<file path="src/design/rdv_pkg.sv">
// shared constants, types and helpers for the date value registers
package rdv_pkg;

    localparam int unsigned NUM_SETS  = 4;
    localparam int unsigned NUM_WORDS = 2 * NUM_SETS;

    // byte offsets on the register bus
    localparam logic [7:0] OFS_CURRENT = 8'h00;
    localparam logic [7:0] OFS_ALARM   = 8'h08;
    localparam logic [7:0] OFS_STAMP1  = 8'h10;
    localparam logic [7:0] OFS_STAMP2  = 8'h18;
    localparam logic [7:0] OFS_HIGH    = 8'h04;
    localparam logic [7:0] OFS_STATUS  = 8'h20;

    localparam int unsigned STATUS_ERR_BIT = 0;

    // implemented bits and power-on values of each word
    localparam logic [15:0] LOW_MASK   = 16'h3f07;
    localparam logic [15:0] HIGH_MASK  = 16'hff1f;
    localparam logic [15:0] LOW_RESET  = 16'h0106;
    localparam logic [15:0] HIGH_RESET = 16'h0001;

    localparam logic [3:0] DIGIT_MAX   = 4'h9;
    localparam logic [2:0] WEEKDAY_MAX = 3'h6;

    typedef logic [2:0] rdv_idx_t;

    typedef struct packed {
        logic [1:0] unused_hi;
        logic [1:0] day_tens_digit;
        logic [3:0] day_units_digit;
        logic [4:0] unused_lo;
        logic [2:0] weekday_number;
    } rdv_low_t;

    typedef struct packed {
        logic [3:0] year_tens_digit;
        logic [3:0] year_units_digit;
        logic [2:0] unused;
        logic       month_tens_bit;
        logic [3:0] month_units_digit;
    } rdv_high_t;

    typedef struct packed {
        logic     en;
        rdv_idx_t idx;
        logic [15:0] data;
    } rdv_wr_t;

    typedef struct packed {
        logic     hit;
        logic     status;
        rdv_idx_t idx;
    } rdv_dec_t;

    typedef struct packed {
        logic [NUM_WORDS-1:0][15:0] word;
        logic [15:0]                rd;
    } rdv_mem_st_t;

    typedef struct packed {
        logic        pready;
        logic        pslverr;
        logic [31:0] prdata;
        logic        err;
    } rdv_top_st_t;

    localparam rdv_mem_st_t MEM_RESET = '{word: {NUM_SETS{HIGH_RESET, LOW_RESET}}, rd: 16'h0000};
    localparam rdv_top_st_t TOP_RESET = '{pready: 1'b0, pslverr: 1'b0, prdata: 32'h0000_0000, err: 1'b0};

    function automatic logic [15:0] word_mask(input rdv_idx_t idx);
        return idx[0] ? HIGH_MASK : LOW_MASK;
    endfunction : word_mask

    function automatic logic word_valid(input rdv_idx_t idx, input logic [15:0] d);
        rdv_low_t  l;
        rdv_high_t h;
        l = d;
        h = d;
        if (idx[0]) begin
            return (h.year_tens_digit <= DIGIT_MAX) && (h.year_units_digit <= DIGIT_MAX)
                && (h.month_units_digit <= DIGIT_MAX);
        end
        return (l.day_units_digit <= DIGIT_MAX) && (l.weekday_number <= WEEKDAY_MAX);
    endfunction : word_valid

endpackage : rdv_pkg

</file>
<file path="src/design/rdv_date_mem.sv">
// storage for the four date register sets
`timescale 1ns/100ps
module rdv_date_mem
    import rdv_pkg::*;
(
    // clock and reset
    input  wire logic        pclk,
    input  wire logic        presetn,
    // write port
    input  wire rdv_wr_t     wr,
    // read port
    input  wire rdv_idx_t    rd_idx,
    output wire logic [15:0] rd_data,
    // current date words
    output wire logic [15:0] cur_low,
    output wire logic [15:0] cur_high
);

    rdv_mem_st_t s_q;
    rdv_mem_st_t s_d;

    always_comb begin
        s_d = s_q;
        s_d.rd = s_q.word[rd_idx];
        if (wr.en) begin
            // unimplemented bits never store, so they read as zero
            s_d.word[wr.idx] = wr.data & word_mask(wr.idx);
        end
    end

    always_ff @(posedge pclk or negedge presetn) begin
        if (!presetn) begin
            s_q <= MEM_RESET;
        end else begin
            s_q <= s_d;
        end
    end

    assign rd_data  = s_q.rd;
    assign cur_low  = s_q.word[0];
    assign cur_high = s_q.word[1];

    // every set shares one layout
    for (genvar g = 0; g < NUM_SETS; g++) begin : g_set
        rdv_low_t  lw;
        rdv_high_t hw;
        assign lw = s_q.word[2*g];
        assign hw = s_q.word[2*g+1];

        day_range_a: assert property (@(posedge pclk) disable iff (!presetn)
            lw.day_units_digit <= DIGIT_MAX) else $error("day units digit out of range");
        weekday_number_range_a: assert property (@(posedge pclk) disable iff (!presetn)
            lw.weekday_number <= WEEKDAY_MAX) else $error("weekday out of range");
        low_unused_a: assert property (@(posedge pclk) disable iff (!presetn)
            lw.unused_hi == 2'h0 && lw.unused_lo == 5'h00) else $error("low word unused bits set");
        year_range_a: assert property (@(posedge pclk) disable iff (!presetn)
            hw.year_tens_digit <= DIGIT_MAX && hw.year_units_digit <= DIGIT_MAX)
            else $error("year digit out of range");
        month_range_a: assert property (@(posedge pclk) disable iff (!presetn)
            hw.month_units_digit <= DIGIT_MAX && hw.unused == 3'h0) else $error("month field bad");
    end

endmodule : rdv_date_mem

</file>
<file path="src/design/rdv_date_regs.sv">
// apb slave for the date, alarm and timestamp date registers
`timescale 1ns/100ps

module rdv_date_regs
    import rdv_pkg::*;
(
    // clock and reset
    input  wire logic        pclk,
    input  wire logic        presetn,
    // apb slave
    input  wire logic        psel,
    input  wire logic        penable,
    input  wire logic        pwrite,
    input  wire logic [7:0]  paddr,
    input  wire logic [31:0] pwdata,
    output wire logic [31:0] prdata,
    output wire logic        pready,
    output wire logic        pslverr,
    // current date and refused-write flag to the calendar
    output wire logic [15:0] date_low,
    output wire logic [15:0] date_high,
    output wire logic        write_rejected
);

    function automatic rdv_dec_t addr_decode(input logic [7:0] a);
        rdv_dec_t d;
        d = '0;
        d.status = (a == OFS_STATUS);
        d.hit    = (a[1:0] == 2'b00) && (a < OFS_STATUS);
        d.idx    = a[4:2];
        return d;
    endfunction : addr_decode

    rdv_top_st_t s_q;
    rdv_top_st_t s_d;
    rdv_dec_t    dec;
    rdv_wr_t     wr;
    logic [15:0] mem_rd;
    logic        wvalid;
    logic        done;
    logic        bad_wr;

    assign dec    = addr_decode(paddr);
    assign wvalid = word_valid(dec.idx, pwdata[15:0]);
    // completion edge: access phase with ready already high
    assign done   = psel && penable && s_q.pready;
    // out-of-range bcd digits are refused whole rather than stored
    assign bad_wr = done && pwrite && dec.hit && !wvalid;

    always_comb begin
        wr      = '0;
        wr.en   = done && pwrite && dec.hit && wvalid;
        wr.idx  = dec.idx;
        wr.data = pwdata[15:0];
    end

    rdv_date_mem u_mem (
        .pclk    (pclk),
        .presetn (presetn),
        .wr      (wr),
        .rd_idx  (dec.idx),
        .rd_data (mem_rd),
        .cur_low (date_low),
        .cur_high(date_high)
    );

    always_comb begin
        s_d = s_q;
        // one wait state: the memory read lands in the first access cycle
        s_d.pready  = psel && penable && !s_q.pready;
        s_d.pslverr = 1'b0;
        s_d.prdata  = 32'h0000_0000;
        if (psel && penable && !s_q.pready) begin
            s_d.pslverr = !(dec.hit || dec.status) || (pwrite && dec.hit && !wvalid);
            if (!pwrite && dec.hit) begin
                s_d.prdata = {16'h0000, mem_rd};
            end else if (!pwrite && dec.status) begin
                s_d.prdata[STATUS_ERR_BIT] = s_q.err;
            end
        end
        // write one clears, but a refusal in the same cycle wins
        if (done && pwrite && dec.status && pwdata[STATUS_ERR_BIT]) begin
            s_d.err = 1'b0;
        end
        if (bad_wr) begin
            s_d.err = 1'b1;
        end
    end

    always_ff @(posedge pclk or negedge presetn) begin
        if (!presetn) begin
            s_q <= TOP_RESET;
        end else begin
            s_q <= s_d;
        end
    end

    assign prdata         = s_q.prdata;
    assign pready         = s_q.pready;
    assign pslverr        = s_q.pslverr;
    assign write_rejected = s_q.err;

    ready_wait_a: assert property (@(posedge pclk) disable iff (!presetn)
        psel && penable && !pready |=> pready) else $error("pready late");

    ready_pulse_a: assert property (@(posedge pclk) disable iff (!presetn)
        pready |=> !pready) else $error("pready held over two cycles");

    unmapped_err_a: assert property (@(posedge pclk) disable iff (!presetn)
        done && !dec.hit && !dec.status |-> pslverr && prdata == 32'h0000_0000)
        else $error("unmapped access not refused");

    low_read_a: assert property (@(posedge pclk) disable iff (!presetn)
        done && !pwrite && dec.hit && !dec.idx[0] |-> prdata[31:14] == 18'h00000 && prdata[7:3] == 5'h00)
        else $error("low word unused bits read nonzero");

    high_read_a: assert property (@(posedge pclk) disable iff (!presetn)
        done && !pwrite && dec.hit && dec.idx[0] |-> prdata[31:16] == 16'h0000 && prdata[7:5] == 3'h0)
        else $error("high word unused bits read nonzero");

    day_store_a: assert property (@(posedge pclk) disable iff (!presetn)
        wr.en && wr.idx == 3'h0 |=> date_low == ($past(pwdata[15:0]) & LOW_MASK))
        else $error("low date word not stored");

    date_store_a: assert property (@(posedge pclk) disable iff (!presetn)
        wr.en && wr.idx == 3'h1 |=> date_high == ($past(pwdata[15:0]) & HIGH_MASK))
        else $error("high date word not stored");

    reject_keep_a: assert property (@(posedge pclk) disable iff (!presetn)
        bad_wr && dec.idx == 3'h0 |=> pslverr == 1'b0 && write_rejected && $stable(date_low))
        else $error("refused write altered state");

    reject_err_a: assert property (@(posedge pclk) disable iff (!presetn)
        done && pwrite && dec.hit |-> pslverr == !wvalid)
        else $error("pslverr does not match digit check");

    sticky_err_a: assert property (@(posedge pclk) disable iff (!presetn)
        write_rejected && !(done && pwrite && dec.status && pwdata[STATUS_ERR_BIT]) |=> write_rejected)
        else $error("error flag dropped");

    reset_value_a: assert property (@(posedge pclk)
        $rose(presetn) |-> date_low == LOW_RESET && date_high == HIGH_RESET)
        else $error("date reset values wrong");

    reset_bus_a: assert property (@(posedge pclk)
        $rose(presetn) |-> !pready && !pslverr && prdata == 32'h0000_0000 && !write_rejected)
        else $error("bus reset values wrong");

    // bus timing: one wait state, every answer a single-cycle pulse
    idle_zero_a: assert property (@(posedge pclk) disable iff (!presetn)
        !pready |-> prdata == 32'h0000_0000 && !pslverr)
        else $error("bus outputs not idle");

    err_ready_a: assert property (@(posedge pclk) disable iff (!presetn)
        pslverr |-> pready)
        else $error("pslverr without pready");

    ready_idle_a: assert property (@(posedge pclk) disable iff (!presetn)
        !psel |=> !pready)
        else $error("pready without select");

    setup_wait_a: assert property (@(posedge pclk) disable iff (!presetn)
        psel && !penable |=> !pready)
        else $error("pready in setup cycle");

    ready_access_a: assert property (@(posedge pclk) disable iff (!presetn)
        pready |-> $past(psel) && $past(penable))
        else $error("pready outside access phase");

    write_zero_a: assert property (@(posedge pclk) disable iff (!presetn)
        done && pwrite |-> prdata == 32'h0000_0000)
        else $error("read data driven on write");

    // read path: the registered word must match the live date outputs
    low_word_a: assert property (@(posedge pclk) disable iff (!presetn)
        done && !pwrite && dec.hit && dec.idx == 3'h0 |-> prdata == {16'h0000, date_low})
        else $error("low date word read wrong");

    high_word_a: assert property (@(posedge pclk) disable iff (!presetn)
        done && !pwrite && dec.hit && dec.idx == 3'h1 |-> prdata == {16'h0000, date_high})
        else $error("high date word read wrong");

    status_read_a: assert property (@(posedge pclk) disable iff (!presetn)
        done && !pwrite && dec.status |-> prdata[31:1] == 31'h0 && prdata[STATUS_ERR_BIT] == write_rejected)
        else $error("status read wrong");

    mapped_ok_a: assert property (@(posedge pclk) disable iff (!presetn)
        done && !pwrite && (dec.hit || dec.status) |-> !pslverr)
        else $error("mapped read refused");

    status_ok_a: assert property (@(posedge pclk) disable iff (!presetn)
        done && pwrite && dec.status |-> !pslverr)
        else $error("status write refused");

    // error flag: set by a refused write, cleared by writing one or by reset
    err_set_a: assert property (@(posedge pclk) disable iff (!presetn)
        bad_wr |=> write_rejected)
        else $error("error flag not set");

    err_clear_a: assert property (@(posedge pclk) disable iff (!presetn)
        done && pwrite && dec.status && pwdata[STATUS_ERR_BIT] |=> !write_rejected)
        else $error("error flag not cleared");

    err_source_a: assert property (@(posedge pclk) disable iff (!presetn)
        $rose(write_rejected) |-> $past(bad_wr))
        else $error("error flag set without refusal");

    low_hold_a: assert property (@(posedge pclk) disable iff (!presetn)
        !(wr.en && wr.idx == 3'h0) |=> $stable(date_low))
        else $error("low date word changed unwritten");

    high_hold_a: assert property (@(posedge pclk) disable iff (!presetn)
        !(wr.en && wr.idx == 3'h1) |=> $stable(date_high))
        else $error("high date word changed unwritten");

    unmapped_keep_a: assert property (@(posedge pclk) disable iff (!presetn)
        done && pwrite && !dec.hit |=> $stable(date_low) && $stable(date_high))
        else $error("unmapped write altered date");

endmodule : rdv_date_regs

</file>
<file path="config.mk">
export PLATFORM = sky130hd
export DESIGN_NAME = rdv_date_regs
export DESIGN_NICKNAME = d
export VERILOG_FILES = /design/src/design/rdv_pkg.sv /design/src/design/rdv_date_mem.sv /design/src/design/rdv_date_regs.sv
export SDC_FILE = /design/constraint.sdc
export NUM_CORES = 1
export LEC_CHECK = 0
export BUFFER_PORTS_ARGS = -buffer_cell sky130_fd_sc_hd__buf_2
export CAP_MARGIN = 10
export CORE_ASPECT_RATIO = 1.1
export CORE_MARGIN = 2
export CORE_UTILIZATION = 55
export CTS_CLUSTER_DIAMETER = 120
export DETAILED_ROUTE_END_ITERATION = 8
export GPL_TIMING_DRIVEN = 0
export PLACE_DENSITY = 0.88
export SYNTH_ARGS = -nofsm -noshare
export SYNTH_HDL_FRONTEND = slang
export SYNTH_SLANG_ARGS = --single-unit
</file>
<file path="constraint.sdc">
create_clock -name pclk -period 4.5 [get_ports pclk]
set_input_delay 0.45 -clock pclk [delete_from_list [all_inputs] [get_ports pclk]]
set_output_delay 0.45 -clock pclk [all_outputs]
set_load 0.02 [all_outputs]
</file>
==> results by group <==
Outcome
  – Status: complete, no violations

Placement
  – Number of cells after detailed placement: 670
  – PortBufs: 60
  – GPL Wtd Cong: roughly 0.86
  – Dpl hpwl: 8910 um

Setup path
  – FF-to-FF path depth: 6
  – Kind of critical path: in -> reg
  – Crit path arrival time: between 2 and 3 ns
  – RR Startpoint: pready
  – Cell mode on critical path: buf_2
  – Worst setup SP type: input port
  – FF-to-FF setup slack: approximately 2.4 ns
  – Worst path cell trace: buf_2, clkinv_1, nor3_1, nand2_2, buf_2, mux2_2
  – Worst setup EP type: flip-flop
  – Worst r2r dst: u_mem.g_set[2].lw[11]
  – Slowest CP cell: nor3_1
  – WP data required: between 4 and 5 ns
  – Max incr delay on CP: approximately 1 ns
  – Max FO, Critical Path: 10

Cells and area
  – Filler cells: 713
  – Nets: 592
  – Number of diodes: 0
  – Area grow syn2layout: 21.8%
  – Area taken by multi-input logic gates: 2190 um^2
  – Share of layout cells above drive strength 1: approximately 43%
  – Post-layout instance count excluding filler cells: approximately 700
  – Storage cell area: between 3000 and 4000 um^2

Clock network
  – Clock Path Buffers: 2
  – Setup bufs post-CTS: 0
  – H-tree depth: 4
  – Num CTS Buffers: 17
  – Hold_buf cts: 1
  – CTS tree: built
  – Reg clk slew, reported paths: 0.05 ns
  – CTS sink cnt: ~130
  – Resized cells post-CTS: 0
  – Root buffer cell: clkbuf_16
  – Later-pin clock latency in the skew report: around 0.41 ns

Synth
  – Largest family of logic cells by synthesized area: multiplexers
  – Share of the synthesized area in the top cell type: 50.6%
  – Number of flops mapped to enable cells by yosys: 0
  – Syn. warnings: 0
  – Main synth FF type: dfrtp_1
  – Yosys reg bits: 133
  – Synth area leaders: dfrtp_1 51%, mux2_2 19%, dfstp_2 7.3%, buf_4 3.4%, and2_1 3.3%
  – Multiplexer share of the synthesized area: between 20% and 30%
  – Syn Area/Cell: between 10 and 15 um^2
  – Cell area after synthesis: 5790 um^2
  – Sequential share of the synthesized area: a little under 60%
  – Post-synthesis adder-cell area fraction: 0%
  – Complex-gate fraction of the synthesized area: approximately 8.4%
  – Post-Syn Instances: about 440
  – Synth Area in Simple Gates: approximately 7.8%
  – Xor/xnor cell area share of the yosys netlist: 0%
  – Yosys cell types: 39
  – Async set-reset flop share out of synthesis: 100%
  – Yosys top cell by area: dfrtp_1

Die
  – Starting utilization of the core area: between 50% and 60%
  – Row cnt: 39
  – Die area: about 11,000 um^2
  – Core Region: between 10,000 and 15,000 um^2
  – Die X: 102 um
  – Die Y-Extent: ~110 um
  – Boundary Pins: 112

STA
  – Period utilisation layout: a little over half
  – Slew Limit Fails: 0
  – Minimum clock period: about 2.5 ns
  – Fin Clk Skew: around 0.0046 ns
  – FMAX: 407 MHz
  – Least-Margin Pin Slew: around 1.1 ns
  – Final hold violations: 0
  – Slew margin rel.: approximately a quarter
  – RSZ-0062 raised after global routing: false
  – Final setup fails: 0
  – Setup TNS: 0 ns

Drt
  – DRC viols: 0
  – DR vias/cell: roughly 5.7
  – First DRT Iteration DRCs: between 300 and 400
  – Detail Route Antenna Nets: 0
  – Drt first pass iters: 5
  – Routed via count: a little under 4,000
  – WL final: approximately 14,000 um
  – Routed WL per cell: around 20 um

Global routing
  – Congestion Overflow GR: 0
  – Vias in the first global route: about 4,000
  – Global-route wire length before repair: ~22,000 um
  – Initial antenna violation count: 0
  – Largest net degree at the start of global routing: 94
  – All-Layer GR Usage: between 20% and 30%

Worst hold path
  – Hold_sp: pwrite
  – Hold endpoint: prdata[0]
  – Worst hold path type: in -> reg
  – Worst hold stages: 2

Run
  – Max Cap Viol: 0

Power
  – VDD IR max: ~0.24 mV
  – Static leakage: between 3 and 4 nW
  – Tot Pwr: around 2.9 mW
  – Pwr dens: 406 nW/um^2
## worst max path at each step
stage                     slack (ns)                    end  startpoint
after global placement          1.38  u_mem.g_set[1].lw[14]     presetn
final                           2.05   u_mem.g_set[1].hw[8]    paddr[3]
after detailed placement        1.75  u_mem.g_set[1].hw[12]    paddr[3]
after global routing            1.98   u_mem.g_set[1].hw[8]    paddr[3]
after floorplan                 2.49  u_mem.g_set[2].lw[10]   pwdata[1]
after CTS                       2.13   u_mem.g_set[1].hw[8]    paddr[3]
## sequential cells by signal, indices dropped and copies added, names as in the netlist
name and cells:
u_mem.g_set.hw 39, u_mem.g_set.lw 39, prdata 13, u_mem.cur_high 13, u_mem.cur_low 13, u_mem.rd_data 13
pready 1, pslverr 1, write_rejected 1
## power breakdown
group | internal, mW | switching [mW]
clock | 1.02 | 0.487
combinational | 0.0432 | 0.105
sequential | 1.20 | 0.00232
## area by class of cell
type,count,share of cell area (%)
buffer,51,4.61
clock buffer,22,6.72
clock inverter,9,2.47
inverter,4,0.213
multi-input combinational,278,31.1
sequential,133,47.5
tap,143,2.54
timing repair buffer,62,4.88
## placed cells by master (no fill, tap or decap), types with 7 or more instances in the layout
master	Yosys	routed
conb_1	1	25
nor2_1	10	10
buf_2	5	64
nand2_1	13	13
a22oi_1	14	14
mux2_2	96	96
clkbuf_16	0	17
dfstp_2	16	16
a221oi_1	16	16
dfrtp_1	117	117
nor3_1	7	7
clkbuf_1	9	11
and2_1	31	31
o21ai_0	16	16
a21oi_1	7	7
buf_1	7	7
nand3_1	7	7
buf_4	26	26
mux2i_1	8	8
## worst max-delay path: cells and delay by family
family / cells / cell delay, ns
buffers and inverters: 3 / 0.74
AND/OR/NAND/NOR: 2 / 1.22
multiplexers: 1 / 0.32
## through the flow
stage	utilization, %	setup slack, ns	instance area, um^2	hold slack, ns
2_1_floorplan	-	2.49	5880	0.154
3_3_place_gp	61.5	1.38	6360	0.432
3_5_place_dp	61.8	1.75	6390	0.381
4_1_cts	68.2	2.13	7050	0.243
5_1_grt	68.2	1.98	7050	0.244
6_report	68.2	2.05	7050	0.256
## cells by family after synthesis
kind of cell    Yosys count
simple gates             83
buf+inv                  55
other cells               1
compound gates           66
flops                   133
mux                     104
## per-layer routing
layer | share of wire [%] | vias to the layer above | track usage, %
met1 | 41 | 1985 | 32.3
met2 | 49 | 196 | 39.9
met3 | 6.4 | 49 | 6.47
li1 | - | 1749 | -
met5 | 0 | - | 0
met4 | 4.3 | 0 | 14.0
## synthesized netlist by cell type, types with 7 or more instances
library cell	number
a221oi_1	16
mux2_2	96
o21ai_0	16
and2_1	31
a21oi_1	7
nor3_1	7
clkbuf_1	9
dfstp_2	16
buf_4	26
nand3_1	7
dfrtp_1	117
mux2i_1	8
nand2_1	13
nor2_1	10
a22oi_1	14
buf_1	7
Power figures use the tool's default switching activity.
